[src/verilog/cwtc_pkg.sv]
// Constants for the channel 1 window threshold configuration bank.
// Notes on behaviour
// - The fast overvoltage limit is an 8-bit read/write register that resets to all ones.
// - With the range scaling bit clear a code means 200 mV plus 5 mV per step.
// - With the range scaling bit set a code means 800 mV plus 20 mV per step.
// - The slow undervoltage limit is an 8-bit read/write register that resets to zero.
// - The slow overvoltage limit is an 8-bit read/write register that resets to all ones.
// - The upper nibble of the debounce register sets how long an overvoltage must last.
// - Debounce codes give 0.1 us doubled per step up to 51.2 us, and 102.4 us from ten on.
// - The lower nibble sets the undervoltage debounce the same way, and both reset to zero.
// - The cutoff register sets the slow low-pass corner, its upper five bits are spare.
// - Cutoff codes two to six give 250 Hz to 4 kHz, and codes 0, 1 and 7 are invalid.
// - The range scaling bit selects 1x when clear and 4x when set for every threshold.
package cwtc_pkg;
    // ----------------------------------------------------------------
    // Register map
    // ----------------------------------------------------------------
    localparam logic [7:0] ADDR_FAST_OVER = 8'h21;
    localparam logic [7:0] ADDR_SLOW_UNDER = 8'h22;
    localparam logic [7:0] ADDR_SLOW_OVER = 8'h23;
    localparam logic [7:0] ADDR_FAST_DEB = 8'h24;
    localparam logic [7:0] ADDR_SLOW_CUT = 8'h25;
    localparam logic [7:0] RST_FAST_OVER = 8'hFF;
    localparam logic [7:0] RST_SLOW_UNDER = 8'h00;
    localparam logic [7:0] RST_SLOW_OVER = 8'hFF;
    localparam logic [7:0] RST_FAST_DEB = 8'h00;
    localparam logic [7:0] RST_SLOW_CUT = 8'h04;
    localparam logic [7:0] RDATA_UNMAPPED = 8'h00;
    localparam int OVER_DEB_LSB = 4;
    localparam int UNDER_DEB_LSB = 0;
    localparam int DEB_W = 4;
    localparam int CUT_LSB = 0;
    localparam int CUT_W = 3;
    // ----------------------------------------------------------------
    // Threshold scaling in millivolts
    // ----------------------------------------------------------------
    localparam int MV_W = 13;
    localparam logic [MV_W-1:0] LO_BASE_MV = 13'h00C8;
    localparam logic [MV_W-1:0] LO_STEP_MV = 13'h0005;
    localparam logic [MV_W-1:0] HI_BASE_MV = 13'h0320;
    localparam logic [MV_W-1:0] HI_STEP_MV = 13'h0014;
    // ----------------------------------------------------------------
    // Timing
    // ----------------------------------------------------------------
    localparam int CLK_HZ = 100_000_000;
    localparam int CLK_NS = 10;
    localparam int DEB_BASE_NS = 100;
    localparam int DEB_UNIT_CYC = (DEB_BASE_NS + CLK_NS - 1) / CLK_NS;
    localparam int DEB_CODE_CAP = 10;
    localparam int DEB_MAX_CYC = DEB_UNIT_CYC << DEB_CODE_CAP;
    // Low-pass: y += (x - y) / 2^LPF_SHIFT per tick, corner = f_tick / (2 pi 2^LPF_SHIFT).
    localparam int LPF_SHIFT = 4;
    localparam int LPF_K10 = 1005;
    localparam int CUT_250_HZ = 250;
    localparam int CUT_500_HZ = 500;
    localparam int CUT_1K_HZ = 1000;
    localparam int CUT_2K_HZ = 2000;
    localparam int CUT_4K_HZ = 4000;
    localparam int DIV_250 = (CLK_HZ / CUT_250_HZ) * 10 / LPF_K10;
    localparam int DIV_500 = (CLK_HZ / CUT_500_HZ) * 10 / LPF_K10;
    localparam int DIV_1K = (CLK_HZ / CUT_1K_HZ) * 10 / LPF_K10;
    localparam int DIV_2K = (CLK_HZ / CUT_2K_HZ) * 10 / LPF_K10;
    localparam int DIV_4K = (CLK_HZ / CUT_4K_HZ) * 10 / LPF_K10;
    localparam int DIV_W = 12;
    localparam logic [CUT_W-1:0] CODE_250 = 3'h2;
    localparam logic [CUT_W-1:0] CODE_500 = 3'h3;
    localparam logic [CUT_W-1:0] CODE_1K = 3'h4;
    localparam logic [CUT_W-1:0] CODE_2K = 3'h5;
    localparam logic [CUT_W-1:0] CODE_4K = 3'h6;
endpackage

[src/verilog/cwtc_debounce.sv]
// Comparator debounce: the output follows the input once it has held for the selected time.
`timescale 1ns/1ns
module cwtc_debounce #(
    parameter int P_MAX_CYC = cwtc_pkg::DEB_MAX_CYC
) (
    input wire logic i_ref_clk,
    input wire logic i_rstn,
    input wire logic i_raw,
    input wire logic [cwtc_pkg::DEB_W-1:0] i_code,
    output logic o_level
);
    localparam int CNT_W = $clog2(P_MAX_CYC + 1);
    localparam int UNIT = P_MAX_CYC >> cwtc_pkg::DEB_CODE_CAP;

    if (UNIT < 1) begin
        $error("cwtc_debounce: P_MAX_CYC too small");
    end

    // ----------------------------------------------------------------
    // Code to cycle count
    // ----------------------------------------------------------------
    function automatic logic [CNT_W-1:0] deb_cycles(input logic [cwtc_pkg::DEB_W-1:0] code);
        int sh;
        sh = (int'(code) > cwtc_pkg::DEB_CODE_CAP) ? cwtc_pkg::DEB_CODE_CAP : int'(code);
        return CNT_W'(UNIT << sh);
    endfunction

    logic level_r;
    logic level_nxt;
    logic [CNT_W-1:0] cnt_r;
    logic [CNT_W-1:0] cnt_nxt;
    logic [CNT_W-1:0] limit;

    always_comb begin
        limit = deb_cycles(i_code);
        level_nxt = level_r;
        cnt_nxt = '0;
        if (i_raw != level_r) begin
            if (cnt_r + CNT_W'(1) >= limit) begin
                level_nxt = i_raw;
            end else begin
                cnt_nxt = cnt_r + CNT_W'(1);
            end
        end
    end

    always_ff @(posedge i_ref_clk) begin
        if (!i_rstn) begin
            level_r <= 1'b0;
            cnt_r <= '0;
        end else begin
            level_r <= level_nxt;
            cnt_r <= cnt_nxt;
        end
    end

    assign o_level = level_r;
endmodule

[src/verilog/cwtc_top.sv]
// Channel 1 threshold registers with the fault comparators that consume them.
`timescale 1ns/1ns
module cwtc_top #(
    parameter int P_DEB_MAX_CYC = cwtc_pkg::DEB_MAX_CYC
) (
    input wire logic i_ref_clk,
    input wire logic i_rstn,
    input wire logic i_reg_wr,
    input wire logic [7:0] i_reg_addr,
    input wire logic [7:0] i_reg_wdata,
    output logic [7:0] o_reg_rdata,
    input wire logic i_range_scaling_bit,
    input wire logic [7:0] i_fast_under_limit,
    input wire logic [cwtc_pkg::MV_W-1:0] i_vmon_mv,
    output logic [cwtc_pkg::MV_W-1:0] o_slow_vmon_mv,
    output logic o_fast_over_fault,
    output logic o_fast_under_fault,
    output logic o_slow_over_fault,
    output logic o_slow_under_fault,
    output logic o_cut_invalid
);
    localparam int MV_W = cwtc_pkg::MV_W;
    localparam int ACC_W = MV_W + cwtc_pkg::LPF_SHIFT;

    // A debounce unit below one cycle cannot be counted, so such a build is refused.
    if (P_DEB_MAX_CYC < (1 << cwtc_pkg::DEB_CODE_CAP)) begin
        $error("cwtc_top: P_DEB_MAX_CYC must be at least 1024");
    end

    // ----------------------------------------------------------------
    // Threshold decode
    // ----------------------------------------------------------------
    function automatic logic [MV_W-1:0] thr_mv(input logic [7:0] code, input logic x4);
        logic [MV_W-1:0] c;
        c = {{(MV_W-8){1'b0}}, code};
        if (x4) begin
            return MV_W'(cwtc_pkg::HI_BASE_MV + c * cwtc_pkg::HI_STEP_MV);
        end
        return MV_W'(cwtc_pkg::LO_BASE_MV + c * cwtc_pkg::LO_STEP_MV);
    endfunction

    // ----------------------------------------------------------------
    // Register bank
    // ----------------------------------------------------------------
    logic [7:0] fast_over_limit_r;
    logic [7:0] fast_over_limit_nxt;
    logic [7:0] slow_under_limit_r;
    logic [7:0] slow_under_limit_nxt;
    logic [7:0] slow_over_limit_r;
    logic [7:0] slow_over_limit_nxt;
    logic [7:0] fast_debounce_select_r;
    logic [7:0] fast_debounce_select_nxt;
    logic [7:0] slow_cutoff_select_r;
    logic [7:0] slow_cutoff_select_nxt;
    logic [7:0] rdata_r;
    logic [7:0] rdata_nxt;

    always_comb begin
        fast_over_limit_nxt = fast_over_limit_r;
        slow_under_limit_nxt = slow_under_limit_r;
        slow_over_limit_nxt = slow_over_limit_r;
        fast_debounce_select_nxt = fast_debounce_select_r;
        slow_cutoff_select_nxt = slow_cutoff_select_r;
        if (i_reg_wr) begin
            unique case (i_reg_addr)
                cwtc_pkg::ADDR_FAST_OVER: fast_over_limit_nxt = i_reg_wdata;
                cwtc_pkg::ADDR_SLOW_UNDER: slow_under_limit_nxt = i_reg_wdata;
                cwtc_pkg::ADDR_SLOW_OVER: slow_over_limit_nxt = i_reg_wdata;
                cwtc_pkg::ADDR_FAST_DEB: fast_debounce_select_nxt = i_reg_wdata;
                cwtc_pkg::ADDR_SLOW_CUT: slow_cutoff_select_nxt = i_reg_wdata;
                default: begin
                end
            endcase
        end
        unique case (i_reg_addr)
            cwtc_pkg::ADDR_FAST_OVER: rdata_nxt = fast_over_limit_r;
            cwtc_pkg::ADDR_SLOW_UNDER: rdata_nxt = slow_under_limit_r;
            cwtc_pkg::ADDR_SLOW_OVER: rdata_nxt = slow_over_limit_r;
            cwtc_pkg::ADDR_FAST_DEB: rdata_nxt = fast_debounce_select_r;
            cwtc_pkg::ADDR_SLOW_CUT: rdata_nxt = slow_cutoff_select_r;
            default: rdata_nxt = cwtc_pkg::RDATA_UNMAPPED;
        endcase
    end

    always_ff @(posedge i_ref_clk) begin
        if (!i_rstn) begin
            fast_over_limit_r <= cwtc_pkg::RST_FAST_OVER;
            slow_under_limit_r <= cwtc_pkg::RST_SLOW_UNDER;
            slow_over_limit_r <= cwtc_pkg::RST_SLOW_OVER;
            fast_debounce_select_r <= cwtc_pkg::RST_FAST_DEB;
            slow_cutoff_select_r <= cwtc_pkg::RST_SLOW_CUT;
            rdata_r <= cwtc_pkg::RDATA_UNMAPPED;
        end else begin
            fast_over_limit_r <= fast_over_limit_nxt;
            slow_under_limit_r <= slow_under_limit_nxt;
            slow_over_limit_r <= slow_over_limit_nxt;
            fast_debounce_select_r <= fast_debounce_select_nxt;
            slow_cutoff_select_r <= slow_cutoff_select_nxt;
            rdata_r <= rdata_nxt;
        end
    end

    assign o_reg_rdata = rdata_r;

    // ----------------------------------------------------------------
    // Fast path comparators and debounce
    // ----------------------------------------------------------------
    logic [MV_W-1:0] fast_over_mv;
    logic [MV_W-1:0] fast_under_mv;
    logic [MV_W-1:0] slow_over_mv;
    logic [MV_W-1:0] slow_under_mv;
    logic fast_over_raw_r;
    logic fast_over_raw_nxt;
    logic fast_under_raw_r;
    logic fast_under_raw_nxt;
    logic [cwtc_pkg::DEB_W-1:0] over_debounce_code;
    logic [cwtc_pkg::DEB_W-1:0] under_debounce_code;

    // The scaling bit applies to every threshold of the channel.
    always_comb begin
        fast_over_mv = thr_mv(fast_over_limit_r, i_range_scaling_bit);
        fast_under_mv = thr_mv(i_fast_under_limit, i_range_scaling_bit);
        slow_over_mv = thr_mv(slow_over_limit_r, i_range_scaling_bit);
        slow_under_mv = thr_mv(slow_under_limit_r, i_range_scaling_bit);
        fast_over_raw_nxt = i_vmon_mv > fast_over_mv;
        fast_under_raw_nxt = i_vmon_mv < fast_under_mv;
        over_debounce_code = fast_debounce_select_r[cwtc_pkg::OVER_DEB_LSB +: cwtc_pkg::DEB_W];
        under_debounce_code = fast_debounce_select_r[cwtc_pkg::UNDER_DEB_LSB +: cwtc_pkg::DEB_W];
    end

    always_ff @(posedge i_ref_clk) begin
        if (!i_rstn) begin
            fast_over_raw_r <= 1'b0;
            fast_under_raw_r <= 1'b0;
        end else begin
            fast_over_raw_r <= fast_over_raw_nxt;
            fast_under_raw_r <= fast_under_raw_nxt;
        end
    end

    cwtc_debounce #(
        .P_MAX_CYC(P_DEB_MAX_CYC)
    ) u_over_deb (
        .i_ref_clk(i_ref_clk),
        .i_rstn(i_rstn),
        .i_raw(fast_over_raw_r),
        .i_code(over_debounce_code),
        .o_level(o_fast_over_fault)
    );

    cwtc_debounce #(
        .P_MAX_CYC(P_DEB_MAX_CYC)
    ) u_under_deb (
        .i_ref_clk(i_ref_clk),
        .i_rstn(i_rstn),
        .i_raw(fast_under_raw_r),
        .i_code(under_debounce_code),
        .o_level(o_fast_under_fault)
    );

    // ----------------------------------------------------------------
    // Slow path low-pass filter
    // ----------------------------------------------------------------
    localparam int CUT_W_L = cwtc_pkg::CUT_W;
    logic [CUT_W_L-1:0] cut_code;
    logic [cwtc_pkg::DIV_W-1:0] div_limit;
    logic cut_valid;
    logic [cwtc_pkg::DIV_W-1:0] div_r;
    logic [cwtc_pkg::DIV_W-1:0] div_nxt;
    logic tick;
    logic [ACC_W-1:0] acc_r;
    logic [ACC_W-1:0] acc_nxt;
    logic signed [ACC_W+1:0] diff;
    logic slow_over_r;
    logic slow_over_nxt;
    logic slow_under_r;
    logic slow_under_nxt;
    logic [MV_W-1:0] slow_mv;

    // Invalid cutoff codes freeze the filter rather than guess a corner.
    always_comb begin
        cut_code = slow_cutoff_select_r[cwtc_pkg::CUT_LSB +: CUT_W_L];
        cut_valid = 1'b1;
        unique case (cut_code)
            cwtc_pkg::CODE_250: div_limit = cwtc_pkg::DIV_W'(cwtc_pkg::DIV_250);
            cwtc_pkg::CODE_500: div_limit = cwtc_pkg::DIV_W'(cwtc_pkg::DIV_500);
            cwtc_pkg::CODE_1K: div_limit = cwtc_pkg::DIV_W'(cwtc_pkg::DIV_1K);
            cwtc_pkg::CODE_2K: div_limit = cwtc_pkg::DIV_W'(cwtc_pkg::DIV_2K);
            cwtc_pkg::CODE_4K: div_limit = cwtc_pkg::DIV_W'(cwtc_pkg::DIV_4K);
            default: begin
                div_limit = cwtc_pkg::DIV_W'(cwtc_pkg::DIV_1K);
                cut_valid = 1'b0;
            end
        endcase
        tick = cut_valid && (div_r >= div_limit - cwtc_pkg::DIV_W'(1));
        div_nxt = (tick || !cut_valid) ? '0 : div_r + cwtc_pkg::DIV_W'(1);
        diff = $signed({2'b00, i_vmon_mv, {cwtc_pkg::LPF_SHIFT{1'b0}}})
            - $signed({2'b00, acc_r});
        acc_nxt = tick ? ACC_W'($signed({2'b00, acc_r}) + (diff >>> cwtc_pkg::LPF_SHIFT))
            : acc_r;
        slow_mv = acc_r[ACC_W-1 -: MV_W];
        slow_over_nxt = slow_mv > slow_over_mv;
        slow_under_nxt = slow_mv < slow_under_mv;
    end

    always_ff @(posedge i_ref_clk) begin
        if (!i_rstn) begin
            div_r <= '0;
            acc_r <= '0;
            slow_over_r <= 1'b0;
            slow_under_r <= 1'b0;
        end else begin
            div_r <= div_nxt;
            acc_r <= acc_nxt;
            slow_over_r <= slow_over_nxt;
            slow_under_r <= slow_under_nxt;
        end
    end

    assign o_slow_vmon_mv = slow_mv;
    assign o_slow_over_fault = slow_over_r;
    assign o_slow_under_fault = slow_under_r;
    assign o_cut_invalid = !cut_valid;
endmodule

[config.mk]
export PLATFORM = sky130hd
export DESIGN_NAME = cwtc_top
export DESIGN_NICKNAME = d
export VERILOG_FILES = /design/src/verilog/cwtc_pkg.sv /design/src/verilog/cwtc_debounce.sv /design/src/verilog/cwtc_top.sv
export SDC_FILE = /design/constraint.sdc
export NUM_CORES = 1
export LEC_CHECK = 0
export BUFFER_PORTS_ARGS = -buffer_cell sky130_fd_sc_hd__buf_2
export CAP_MARGIN = 30
export CORE_ASPECT_RATIO = 1.1
export CORE_MARGIN = 2
export CORE_UTILIZATION = 55
export DETAILED_ROUTE_END_ITERATION = 8
export PLACE_DENSITY = 0.73
export SETUP_SLACK_MARGIN = 0.4
export SYNTH_ARGS = -nofsm -noshare
export SYNTH_HDL_FRONTEND = slang
export SYNTH_SLANG_ARGS = --single-unit
[constraint.sdc]
create_clock -name i_ref_clk -period 8.5 [get_ports i_ref_clk]
set_input_delay 1.275 -clock i_ref_clk [delete_from_list [all_inputs] [get_ports i_ref_clk]]
set_output_delay 1.275 -clock i_ref_clk [all_outputs]
set_load 0.02 [all_outputs]
# [Word-level counts from Yosys, hierarchy flattened]
# Cells that the tools add are included.
# W data, S select, Z words.
[classes] addsub=14 n_mul=8 div=0 magnitude_cmp=9 eq_ne=12 n_shift=2 n_mux=14 bitwise_logic=3 reduce_logical=14
[ops] operator="$mux W13" count=8
[ops] operator="$mul A8 B3 Y11 const B" count=8
[ops] operator="$shl A4 B32 Y14 const A" count=2
[ops] operator="$add A10 B13 Y13 const A" count=4
[ops] operator="$add A8 B11 Y12 const A" count=4
[ops] operator="$pmux W12 S4" count=1
[ops] operator="$eq A8 B6 Y1 const B" count=5
[ops] operator="$pmux W8 S5" count=1
[ops] operator="$add A14 B1 Y14 const B" count=2
[ops] operator="$ge A14 B14 Y1" count=2
[ops] operator="$gt A13 B13 Y1" count=2
[ops] operator="$lt A13 B13 Y1" count=2
[ops] operator="$sub A17 B17 Y18" count=1
[ops] operator="$add A17 B14 Y17" count=1
[ops] operator="$reduce_and A2 Y1" count=7
[ops] operator="$add A12 B1 Y12 const B" count=1
[ops] operator="$ge A12 B12 Y1" count=1
[ops] operator="$sub A12 B1 Y12 const B" count=1
[ops] operator="$eq A3 B3 Y1 const B" count=3
[ops] operator="$gt A4 B4 Y1 const B" count=2
[ops] operator="$mux W4" count=2
[ops] operator="$eq A3 B2 Y1 const B" count=2
[ops] operator="$reduce_or A3 Y1" count=2
[ops] operator="$reduce_or A5 Y1" count=1
[ops] operator="other kinds (7)" count=11
[word_totals] regBits=111 latchBits=0 ram_bits=0 romBits=0 input_bits=41 word_cells=92 mem_count=0

# [Depth between registers and ports, before layout]
# Gate-level depths: netlist of the first run.
[depth] ltp_word=7 ltp_mapped=18 depth_no_buf=18

# [Hierarchy]
# A second synthesis of the first run with hierarchy kept.
[unflattened] hier_cells=1414 hier_area_um2=11544.8
[modules_own_cells] module="cwtc_top" instances=1 cells_each=1160 area_each_um2=9382.7 seq_area_each_um2=1621.6
[modules_own_cells] module="cwtc_debounce" instances=2 cells_each=127 area_each_um2=1081.0 seq_area_each_um2=300.3

# [Worst setup path before layout of the first run]
# No wires, ideal clock.
[synth_path] path_type="input-to-reg" start="in i_vmon_mv[2] (netlist name)" end="reg acc_r[12]" arrival_time_ps=4160 setup_slack_ps=4266 cell_stages=14 path_buffers=0 path_cell_list="ha_1 -> a21oi_1 -> o21ai_0 -> a22o_1 -> o21a_1 -> nor2_1 -> xnor2_1 -> ha_1 -> a211o_1 -> o2111ai_1 -> nand2_1 -> and3_1 -> or4_1 -> a31oi_1"
[synth_between] elab_chain_len=2
[synth_lines] item="start, declared" line_no="cwtc_top.sv:14" text="input wire logic [cwtc_pkg::MV_W-1:0] i_vmon_mv,"
[synth_lines] item="$sub A17 B17 Y18" line_no="cwtc_top.sv:198" text="- $signed({2'b00, acc_r});"
[synth_lines] item="$add A17 B14 Y17" line_no="cwtc_top.sv:199" text="acc_nxt = tick ? ACC_W'($signed({2'b00, acc_r}) + (diff >>> cwtc_pkg::LPF_SHIFT))"
[synth_lines] item="end signal, assigned" line_no="cwtc_top.sv:214" text="acc_r <= acc_nxt;"
[synth_lines] item="end, declared" line_no="cwtc_top.sv:171" text="logic [ACC_W-1:0] acc_r;"
# No other way between the ends.
# A chain may end at the register's enable or synchronous reset.

# [Worst setup path after layout of the first run]
[layout_path] start="in i_vmon_mv[10] (netlist name)" end="reg acc_r[16]"
# The elaborated chain is that of the path after synthesis.

==> tab_implementation.tex, run 1 <==
\begin{tabular}{lr}
\hline
Metric & Value \\
\hline
\multicolumn{2}{l}{\textbf{Run}} \\
Max-cap violation count & 0 \\
\multicolumn{2}{l}{\textbf{Routing}} \\
DRC errors left & 0 \\
Vias per cell & 5.86 \\
Detailed-routing iteration count for the pre-antenna-repair pass & 8 \\
Initial DRC count & 586 \\
Routed wire length & 26900 um \\
Remaining antenna violation count after routing & 0 \\
DR vias & 9919 \\
Routed WL per cell & 15.9 um \\
\multicolumn{2}{l}{\textbf{Finish}} \\
Count of inserted antenna diode cells & 0 \\
Total Nets Final & 1704 \\
Synth-to-Final Area Change & 6.33\% \\
FF/Latch Area & 2220 um2 \\
Post-layout instance area & 12000 um2 \\
FILL cells & 1821 \\
Fraction of layout instances using a drive strength above 1 & 0.0707 \\
Area of the multi-input gates & 8460 um2 \\
\multicolumn{2}{l}{\textbf{Logic synthesis}} \\
Cell with the most instances after synthesis & sky130\_fd\_sc\_hd\_\_ha\_1 \\
Number of warnings reported in the yosys synthesis log & 0 \\
Most area-consuming cells after synthesis & sky130\_fd\_sc\_hd\_\_ha\_1 (23\%), sky130\_fd\_sc\_hd\_\_dfxtp\_1 (20\%), sky130\_fd\_sc\_hd\_\_xnor2\_1 (5.4\%), sky130\_fd\_sc\_hd\_\_nand2\_1 (5.1\%), sky130\_fd\_sc\_hd\_\_a21oi\_1 (4.9\%) \\
Gate Count Post-Synth & 1415 \\
Top\_reg\_cell synth & sky130\_fd\_sc\_hd\_\_dfxtp\_1 \\
Count of unique library cells instantiated by Yosys & 68 \\
Count of flip-flops with a built-in enable after synthesis & 0 \\
Leading cell types by count after synthesis & sky130\_fd\_sc\_hd\_\_ha\_1 (209), sky130\_fd\_sc\_hd\_\_nand2\_1 (152), sky130\_fd\_sc\_hd\_\_a21oi\_1 (111), sky130\_fd\_sc\_hd\_\_dfxtp\_1 (111), sky130\_fd\_sc\_hd\_\_nor2\_1 (98) \\
Synth area leader & sky130\_fd\_sc\_hd\_\_ha\_1 \\
Net count after synthesis & 1682 \\
Mapped Avg Cell Area & 7.98 um2 \\
Sequential fraction of the synthesis area & 0.197 \\
Top cell type's share of synthesized area & 0.232 \\
Share of flip-flops with an asynchronous set or reset after synthesis & 0 \\
Register bit total from synthesis & 111 \\
Post-synthesis instance area & 11300 um2 \\
\multicolumn{2}{l}{\textbf{STA}} \\
Fin Setup TNS & 0 ns \\
Max\_slew headroom & 0.292 \\
Crit path time final & 4.32 ns \\
Final clock skew & 0.0135 ns \\
Peak clock frequency supported by timing & 0.232 GHz \\
Max-slew violations & 0 \\
Hold Vio Cnt, Final & 0 \\
Period Utilization, post-route & 0.508 \\
Setup violators final & 0 \\
Worst-margin pin slew & 1.06 ns \\
Setup repair after global routing missed its margin & no \\
\multicolumn{2}{l}{\textbf{Die}} \\
Core area & 20000 um2 \\
Count of standard-cell rows & 54 \\
Vert. Die Dim & 154 um \\
Die footprint & 21700 um2 \\
Die Wd & 141 um \\
Num ports & 67 \\
Initial core utilization & 0.565 \\
\multicolumn{2}{l}{\textbf{Pwr}} \\
Power Internal & 868 uW \\
Switching power total & 380 uW \\
PwrDens & 104 nW/um2 \\
Part of the power in combinational logic & 0.202 \\
Clock share of power & 0.374 \\
Leak pwr & 0.00547 uW \\
Switching portion of total power & 0.305 \\
Maximum VDD drop & 102 uV \\
Sequential share of power & 0.424 \\
\multicolumn{2}{l}{\textbf{Worst setup path}} \\
Startpoint types & input pin \\
Worst endpoint data arrival time & 4.62 ns \\
Worst path required time & 8.80 ns \\
Type of the worst setup path & in -> reg \\
Largest driver fanout on the critical path & 6 \\
Kind of capture point of the worst setup path & flop \\
\multicolumn{2}{l}{\textbf{Global routing}} \\
First-pass GRT wire length & 45300 um \\
Total Routing Usage GR & 0.252 \\
Total congestion overflow & 0 \\
Vias in the first global route & 9467 \\
Number of antenna violations at the first check in global routing & 0 \\
Largest net degree at the start of global routing & 51 \\
\multicolumn{2}{l}{\textbf{Clocking}} \\
TritonCTS clock tree & done \\
H-Tree Depth & 3 \\
Post-CTS Resized & 0 \\
Clock transition at the registers of the reported paths & 0.08 ns \\
Number of buffers inserted to repair setup after CTS & 0 \\
Clock Tree Buf Depth & 2 \\
CTS Root Buffer Type & sky130\_fd\_sc\_hd\_\_clkbuf\_16 \\
Clock Sink Count & 111 \\
Hold Buf Count CTS & 0 \\
Cts bufs inserted & 9 \\
Insertion delay to the later sink of the worst-skew pair & 0.37 ns \\
\multicolumn{2}{l}{\textbf{Placed design}} \\
Final Wtd Congestion & 0.868 \\
HPWL after DPL & 21200 um \\
Post-placement cell area & 11700 um2 \\
Port buffer count & 66 \\
\multicolumn{2}{l}{\textbf{Run status}} \\
Outcome & finished clean \\
\multicolumn{2}{l}{\textbf{Hold path}} \\
Path type of the worst min-delay path & reg -> reg \\
\hline
\end{tabular}
layout by cell type, fill, tap and decap left out, drive strengths merged, types with 9 or more instances in the layout:
cell type / synthesis / routed
nand4: 16 / 16
o211ai: 10 / 10
o21ai: 67 / 67
a21o: 28 / 28
and3: 12 / 12
clkbuf: 35 / 9
a21oi: 111 / 111
o21a: 27 / 27
buf: 23 / 69
nor2: 98 / 98
nor2b: 40 / 40
xnor2: 69 / 69
nand2b: 19 / 19
ha: 209 / 209
xor2: 35 / 35
inv: 88 / 90
nand3: 80 / 80
mux2i: 17 / 17
nand2: 152 / 152
fa: 17 / 17
nor3: 22 / 22
a31oi: 12 / 12
a211oi: 16 / 16
dfxtp: 111 / 111
logic make-up (layout without fill, tap and decap cells):
group                    count (synthesis)  in the layout  synth area share
AND/OR/NAND/NOR                        487            487             0.211
AO/OA/AOI/OAI                          321            321             0.178
adder cells (fa/ha/maj)                228            228             0.264
buffers and inverters                  146            173            0.0541
flip-flops                             111            111             0.197
XOR/XNOR                               104            104            0.0807
multiplexers                            17             17            0.0151
other                                    1              1          0.000332
stage by stage:
step                      worst slack (ns)  power, uW  hold slack, ns  instances  utilization
final                                 4.18       1250           0.458       1694        0.600
after global routing                  3.88       1310           0.480       1694        0.600
after CTS                             4.22       1260           0.461       1694        0.600
after detailed placement              3.85        792           0.449       1678        0.584
after global placement                3.89        787           0.443       1678        0.584
after floorplan                       4.27        726           0.430       1415            -
worst max-delay path: stages:
cell	delay [ns]
sky130_fd_sc_hd__buf_2	0.14
sky130_fd_sc_hd__ha_1	0.37
sky130_fd_sc_hd__a21o_1	0.22
sky130_fd_sc_hd__a21o_1	0.19
sky130_fd_sc_hd__a221o_1	0.30
sky130_fd_sc_hd__a31oi_1	0.39
sky130_fd_sc_hd__ha_1	0.39
sky130_fd_sc_hd__a21oi_1	0.18
sky130_fd_sc_hd__nor2_1	0.07
sky130_fd_sc_hd__a211oi_1	0.30
sky130_fd_sc_hd__nand4_1	0.16
sky130_fd_sc_hd__and3_1	0.19
sky130_fd_sc_hd__nor3_1	0.21
sky130_fd_sc_hd__mux2i_1	0.22
final cells by class:
| type | instances | area share |
|---|---|---|
| sequential | 111 | 0.185 |
| clock inverter | 7 | 0.00844 |
| tap | 252 | 0.0263 |
| timing repair buffer | 69 | 0.0294 |
| inverter | 88 | 0.0275 |
| multi-input combinational | 1158 | 0.705 |
| clock buffer | 9 | 0.0188 |
routing by layer:
layer / vias up / track usage / wire length, um
met4: 0 / 0.0852 / 693
met2: 216 / 0.436 / 12800
li1: 5054 / - / -
met3: 52 / 0.0402 / 1260
met5: - / 0 / 0
met1: 4597 / 0.318 / 12100
state kept, by name, indices dropped and copies added (netlist names):
register                count
fast_under_raw_r            1
acc_r                      17
u_over_deb.o_level          1
o_slow_under_fault          1
fast_over_limit_r           8
div_r                      12
u_over_deb.cnt_r           14
o_reg_rdata                 8
slow_under_limit_r          8
fast_debounce_select_r      8
o_slow_over_fault           1
fast_over_raw_r             1
slow_cutoff_select_r        8
slow_over_limit_r           8
u_under_deb.o_level         1
u_under_deb.cnt_r          14
power groups by stage:
stage	Sequential, uW	Combinational (uW)	Clock [uW]
after detailed placement	541	251	0
final	529	253	466
after global routing	530	286	495
after CTS	529	252	478
after floorplan	539	187	0
after global placement	541	246	0
final timing paths:
| kind | start | end | slack (ns) | cells past startpoint |
|---|---|---|---|---|
| setup / recovery | i_vmon_mv[10] | acc_r[16]$_SDFFE_PN0P_ | 4.18 | 14 |
| hold / removal | slow_cutoff_select_r[5]$_SDFFE_PN0P_ | slow_cutoff_select_r[5]$_SDFFE_PN0P_ | 0.46 | 2 |
| setup reg to reg | acc_r[8]$_SDFFE_PN0P_ | acc_r[12]$_SDFFE_PN0P_ | 4.64 | 15 |
| hold reg to reg | slow_cutoff_select_r[5]$_SDFFE_PN0P_ | slow_cutoff_select_r[5]$_SDFFE_PN0P_ | 0.46 | 2 |
(Power assumes the default switching activity.)
==> run 2: changes to the inputs <==
==> constraint.sdc (replaced) <==
create_clock -name i_ref_clk -period 4.32 [get_ports i_ref_clk]
set_input_delay 0.648 -clock i_ref_clk [delete_from_list [all_inputs] [get_ports i_ref_clk]]
set_output_delay 0.648 -clock i_ref_clk [all_outputs]
set_load 0.02 [all_outputs]
==> run 2 against run 1 <==
Hold slack improved by 0.0030 ns. First-iteration DRC count fell by 9.9%. Critical path depth rose by 1. Global-route usage rose by 0.57 points. Cell area rose by 1.4%. Non-clock buffer count rose by 17. Routed wire length rose by 2.6%. Sequential share of layout area fell by 0.24 points. Cell count rose by 1.0%. Critical endpoint is now acc_r[15]$_SDFFE_PN0P_. Highest routed layer unchanged.
==> tab_implementation.tex, run 2 (same netlist as run 1, synthesis figures left out) <==
\begin{tabular}{lr}
\hline
Metric & Value \\
\hline
\multicolumn{2}{l}{\textbf{Clocking}} \\
TritonCTS clock tree & done (unchanged) \\
Number of buffers inserted to repair setup after CTS & 0 (unchanged) \\
H-Tree Depth & 3 (unchanged) \\
Clock Sink Count & 111 (unchanged) \\
Hold Buf Count CTS & 0 (unchanged) \\
Insertion delay to the later sink of the worst-skew pair & 0.38 ns (was 0.37 ns) \\
Clock transition at the registers of the reported paths & 0.09 ns (was 0.08 ns) \\
Cts bufs inserted & 9 (unchanged) \\
Clock Tree Buf Depth & 2 (unchanged) \\
CTS Root Buffer Type & sky130\_fd\_sc\_hd\_\_clkbuf\_16 (unchanged) \\
Post-CTS Resized & 0 (unchanged) \\
\multicolumn{2}{l}{\textbf{Run status}} \\
Outcome & finished clean (unchanged) \\
\multicolumn{2}{l}{\textbf{Worst setup path}} \\
Critical path cell sequence & or4\_4, o21ai\_2, a41oi\_1, o21ba\_2, nor2b\_2, a21oi\_1, xnor2\_1, ha\_2, a21o\_1, a21oi\_1, o21ai\_0, o2bb2ai\_1, a21oi\_1, nor4\_1, a311o\_1 (was buf\_2, ha\_1, a21o\_1, a21o\_1, a221o\_1, a31oi\_1, ha\_1, a21oi\_1, nor2\_1, a211oi\_1, nand4\_1, and3\_1, nor3\_1, mux2i\_1) \\
Library cell contributing the largest single delay on the critical path & sky130\_fd\_sc\_hd\_\_or4\_4 (was sky130\_fd\_sc\_hd\_\_a31oi\_1) \\
Launching instance or port of the critical path & acc\_r[1]\$\_SDFFE\_PN0P\_ (was i\_vmon\_mv[10]) \\
Worst path required time & 4.57 ns (was 8.80 ns) \\
Largest driver fanout on the critical path & 9 (was 6) \\
Crit path buf inv count & 0 (was 1) \\
Kind of capture point of the worst setup path & flop (unchanged) \\
Worst reg2reg path depth & 15 (unchanged) \\
CP delay by family, top & compound AO/OA/AOI/OAI gates (unchanged) \\
Count of cell instances traversed by the critical path & 15 (was 14) \\
CP dominant cell by count & sky130\_fd\_sc\_hd\_\_a21oi\_1 \\
Crit Reg-Reg Endpoint & acc\_r[15]\$\_SDFFE\_PN0P\_ (was acc\_r[12]\$\_SDFFE\_PN0P\_) \\
Last element of the critical path & acc\_r[15]\$\_SDFFE\_PN0P\_ (was acc\_r[16]\$\_SDFFE\_PN0P\_) \\
Type of the worst setup path & reg -> reg (was in -> reg) \\
Startpoint of the lowest-slack register-to-register path & acc\_r[1]\$\_SDFFE\_PN0P\_ (was acc\_r[8]\$\_SDFFE\_PN0P\_) \\
Delay of the slowest cell on the worst path & 0.55 ns (was 0.39 ns) \\
Worst endpoint data arrival time & 4.04 ns (was 4.62 ns) \\
Startpoint types & flop (was input pin) \\
Worst reg-to-reg setup slack & 0.54 ns (was 4.64 ns) \\
\multicolumn{2}{l}{\textbf{Pwr}} \\
Leak pwr & 0.00555 uW (was 0.00547 uW) \\
PwrDens & 199 nW/um2 (was 104 nW/um2) \\
Maximum VDD drop & 182 uV (was 102 uV) \\
\multicolumn{2}{l}{\textbf{Finish}} \\
Total Nets Final & 1721 (was 1704) \\
Most common cell after layout, fill and taps aside & sky130\_fd\_sc\_hd\_\_ha\_1 (unchanged) \\
FF/Latch Area & 2220 um2 (about the same) \\
Non-filler cells, final & 1711 (was 1694) \\
Area of the multi-input gates & 8510 um2 (was 8460 um2) \\
Fraction of layout instances using a drive strength above 1 & 0.0891 (was 0.0707) \\
Top library cells by usage in the layout, fill and taps aside & sky130\_fd\_sc\_hd\_\_ha\_1 (208), sky130\_fd\_sc\_hd\_\_nand2\_1 (152), sky130\_fd\_sc\_hd\_\_a21oi\_1 (111), sky130\_fd\_sc\_hd\_\_dfxtp\_1 (110), sky130\_fd\_sc\_hd\_\_nor2\_1 (98) (was sky130\_fd\_sc\_hd\_\_ha\_1 (209), sky130\_fd\_sc\_hd\_\_nand2\_1 (152), sky130\_fd\_sc\_hd\_\_a21oi\_1 (111), sky130\_fd\_sc\_hd\_\_dfxtp\_1 (111), sky130\_fd\_sc\_hd\_\_nor2\_1 (98)) \\
Flip-flop count of the largest register after layout & 17 (unchanged) \\
Registers with the highest flip-flop counts & acc\_r x17, u\_over\_deb.cnt\_r x14, u\_under\_deb.cnt\_r x14 (unchanged) \\
Count of inserted antenna diode cells & 0 (unchanged) \\
Synth-to-Final Area Change & 7.79\% (was 6.33\%) \\
FILL cells & 1816 (was 1821) \\
Top reg by flops & acc\_r (unchanged) \\
\multicolumn{2}{l}{\textbf{Routing}} \\
Met1 Wirelength & 12400 um (was 12100 um) \\
Routed wire length & 27600 um (was 26900 um) \\
DRC errors left & 0 (unchanged) \\
DR vias & 10.1k (was 9919) \\
DR WL met2 & 13200 um (was 12800 um) \\
Routed wl met3 & 1310 um (was 1260 um) \\
Initial DRC count & 528 (was 586) \\
Vias per cell & 5.90 (was 5.86) \\
Highest metal layer with signal wires & met4 (unchanged) \\
Remaining antenna violation count after routing & 0 (unchanged) \\
Detailed-routing iteration count for the pre-antenna-repair pass & 6 (was 8) \\
Routed WL per cell & 16.1 um (was 15.9 um) \\
\multicolumn{2}{l}{\textbf{STA}} \\
Fin Hold WS & 0.461 ns (was 0.458 ns) \\
Peak clock frequency supported by timing & 0.264 GHz \\
Max-slew violations & 0 (unchanged) \\
Setup violators final & 0 (unchanged) \\
Final clock skew & 0.0187 ns (was 0.0135 ns) \\
Worst-margin pin slew & 0.822 ns (was 1.06 ns) \\
Fin Setup TNS & 0 ns (unchanged) \\
Period Utilization, post-route & 0.876 \\
Max\_slew headroom & 0.452 (was 0.292) \\
Crit path time final & 3.78 ns \\
Hold Vio Cnt, Final & 0 (unchanged) \\
Setup repair after global routing missed its margin & yes (was no) \\
\multicolumn{2}{l}{\textbf{Global routing}} \\
Vias in the first global route & 9491 (was 9467) \\
Total Routing Usage GR & 0.257 (was 0.252) \\
Total congestion overflow & 0 (unchanged) \\
Largest net degree at the start of global routing & 39 (was 51) \\
First-pass GRT wire length & 46100 um (was 45300 um) \\
Number of antenna violations at the first check in global routing & 0 (unchanged) \\
\multicolumn{2}{l}{\textbf{Hold path}} \\
Path type of the worst min-delay path & reg -> reg (unchanged) \\
\multicolumn{2}{l}{\textbf{Die}} \\
Count of standard-cell rows & 54 (unchanged) \\
Vert. Die Dim & 154 um (unchanged) \\
Die footprint & 21700 um2 (unchanged) \\
Initial core utilization & 0.565 (unchanged) \\
Die Wd & 141 um (unchanged) \\
Num ports & 67 (unchanged) \\
Core area & 20000 um2 (unchanged) \\
\multicolumn{2}{l}{\textbf{Placed design}} \\
Port buffer count & 66 (unchanged) \\
Final Wtd Congestion & 0.921 (was 0.868) \\
HPWL after DPL & 21800 um (was 21200 um) \\
Number of placed instances with taps included & 1695 (was 1678) \\
\multicolumn{2}{l}{\textbf{Run}} \\
Max-cap violation count & 0 (unchanged) \\
\hline
\end{tabular}
-- run 2: cell types whose count changed in the layout (fill, tap and decap cells not counted), sizes merged --
cell      previous run  this run
clkinvlp             0         1
bufinv               1         0
buf                 69        86
-- run 2: layout make-up --
type | count | share of cell area
clock buffer | 9 | 0.0185
inverter | 88 | 0.0271
tap | 252 | 0.0259
clock inverter | 7 | 0.00699
sequential | 111 | 0.183
multi-input combinational | 1158 | 0.699
timing repair buffer | 86 | 0.0395
-- run 2: power breakdown --
group / internal, uW / switching, uW / total [uW]
sequential: 1030 / 10.4 / 1040
clock: 417 / 465 / 881
combinational: 212 / 290 / 502
-- run 2: per-stage QoR --
step,setup slack (ns),power [uW],util,instance area (um2)
2_1_floorplan,0.713,1430,-,11300
3_3_place_gp,0.279,1550,0.590,11800
3_5_place_dp,0.279,1560,0.590,11800
4_1_cts,0.517,2430,0.606,12100
5_1_grt,0.344,2540,0.609,12200
6_report,0.535,2420,0.609,12200
-- run 2: per-layer routing --
metal  vias to the layer above  global-route usage
met3                        57              0.0396
li1                       5093                   -
met4                         0              0.0819
met1                      4677               0.331
met2                       263               0.442
met5                         -                   0
-- run 2: worst min-delay path by stage --
stage	start	end	slack, ns	cells after the start
finish	slow_cutoff_select_r[7]$_SDFFE_PN0P_	slow_cutoff_select_r[7]$_SDFFE_PN0P_	0.46	2
global route	slow_cutoff_select_r[7]$_SDFFE_PN0P_	slow_cutoff_select_r[7]$_SDFFE_PN0P_	0.48	2
CTS	slow_cutoff_select_r[7]$_SDFFE_PN0P_	slow_cutoff_select_r[7]$_SDFFE_PN0P_	0.46	2
detailed placement	slow_cutoff_select_r[3]$_SDFFE_PN0P_	slow_cutoff_select_r[3]$_SDFFE_PN0P_	0.45	2
global placement	slow_cutoff_select_r[3]$_SDFFE_PN0P_	slow_cutoff_select_r[3]$_SDFFE_PN0P_	0.44	2
floorplan	u_over_deb.cnt_r[0]$_SDFF_PP0_	u_over_deb.cnt_r[0]$_SDFF_PP0_	0.43	1
-- run 2: tightest hold or removal path, delay by kind of cell (launching register included) --
kind	cells	cell delay [ns]
AND/OR/NAND/NOR	1	0.05
flip-flops	1	0.32
AO/OA/AOI/OAI	1	0.05
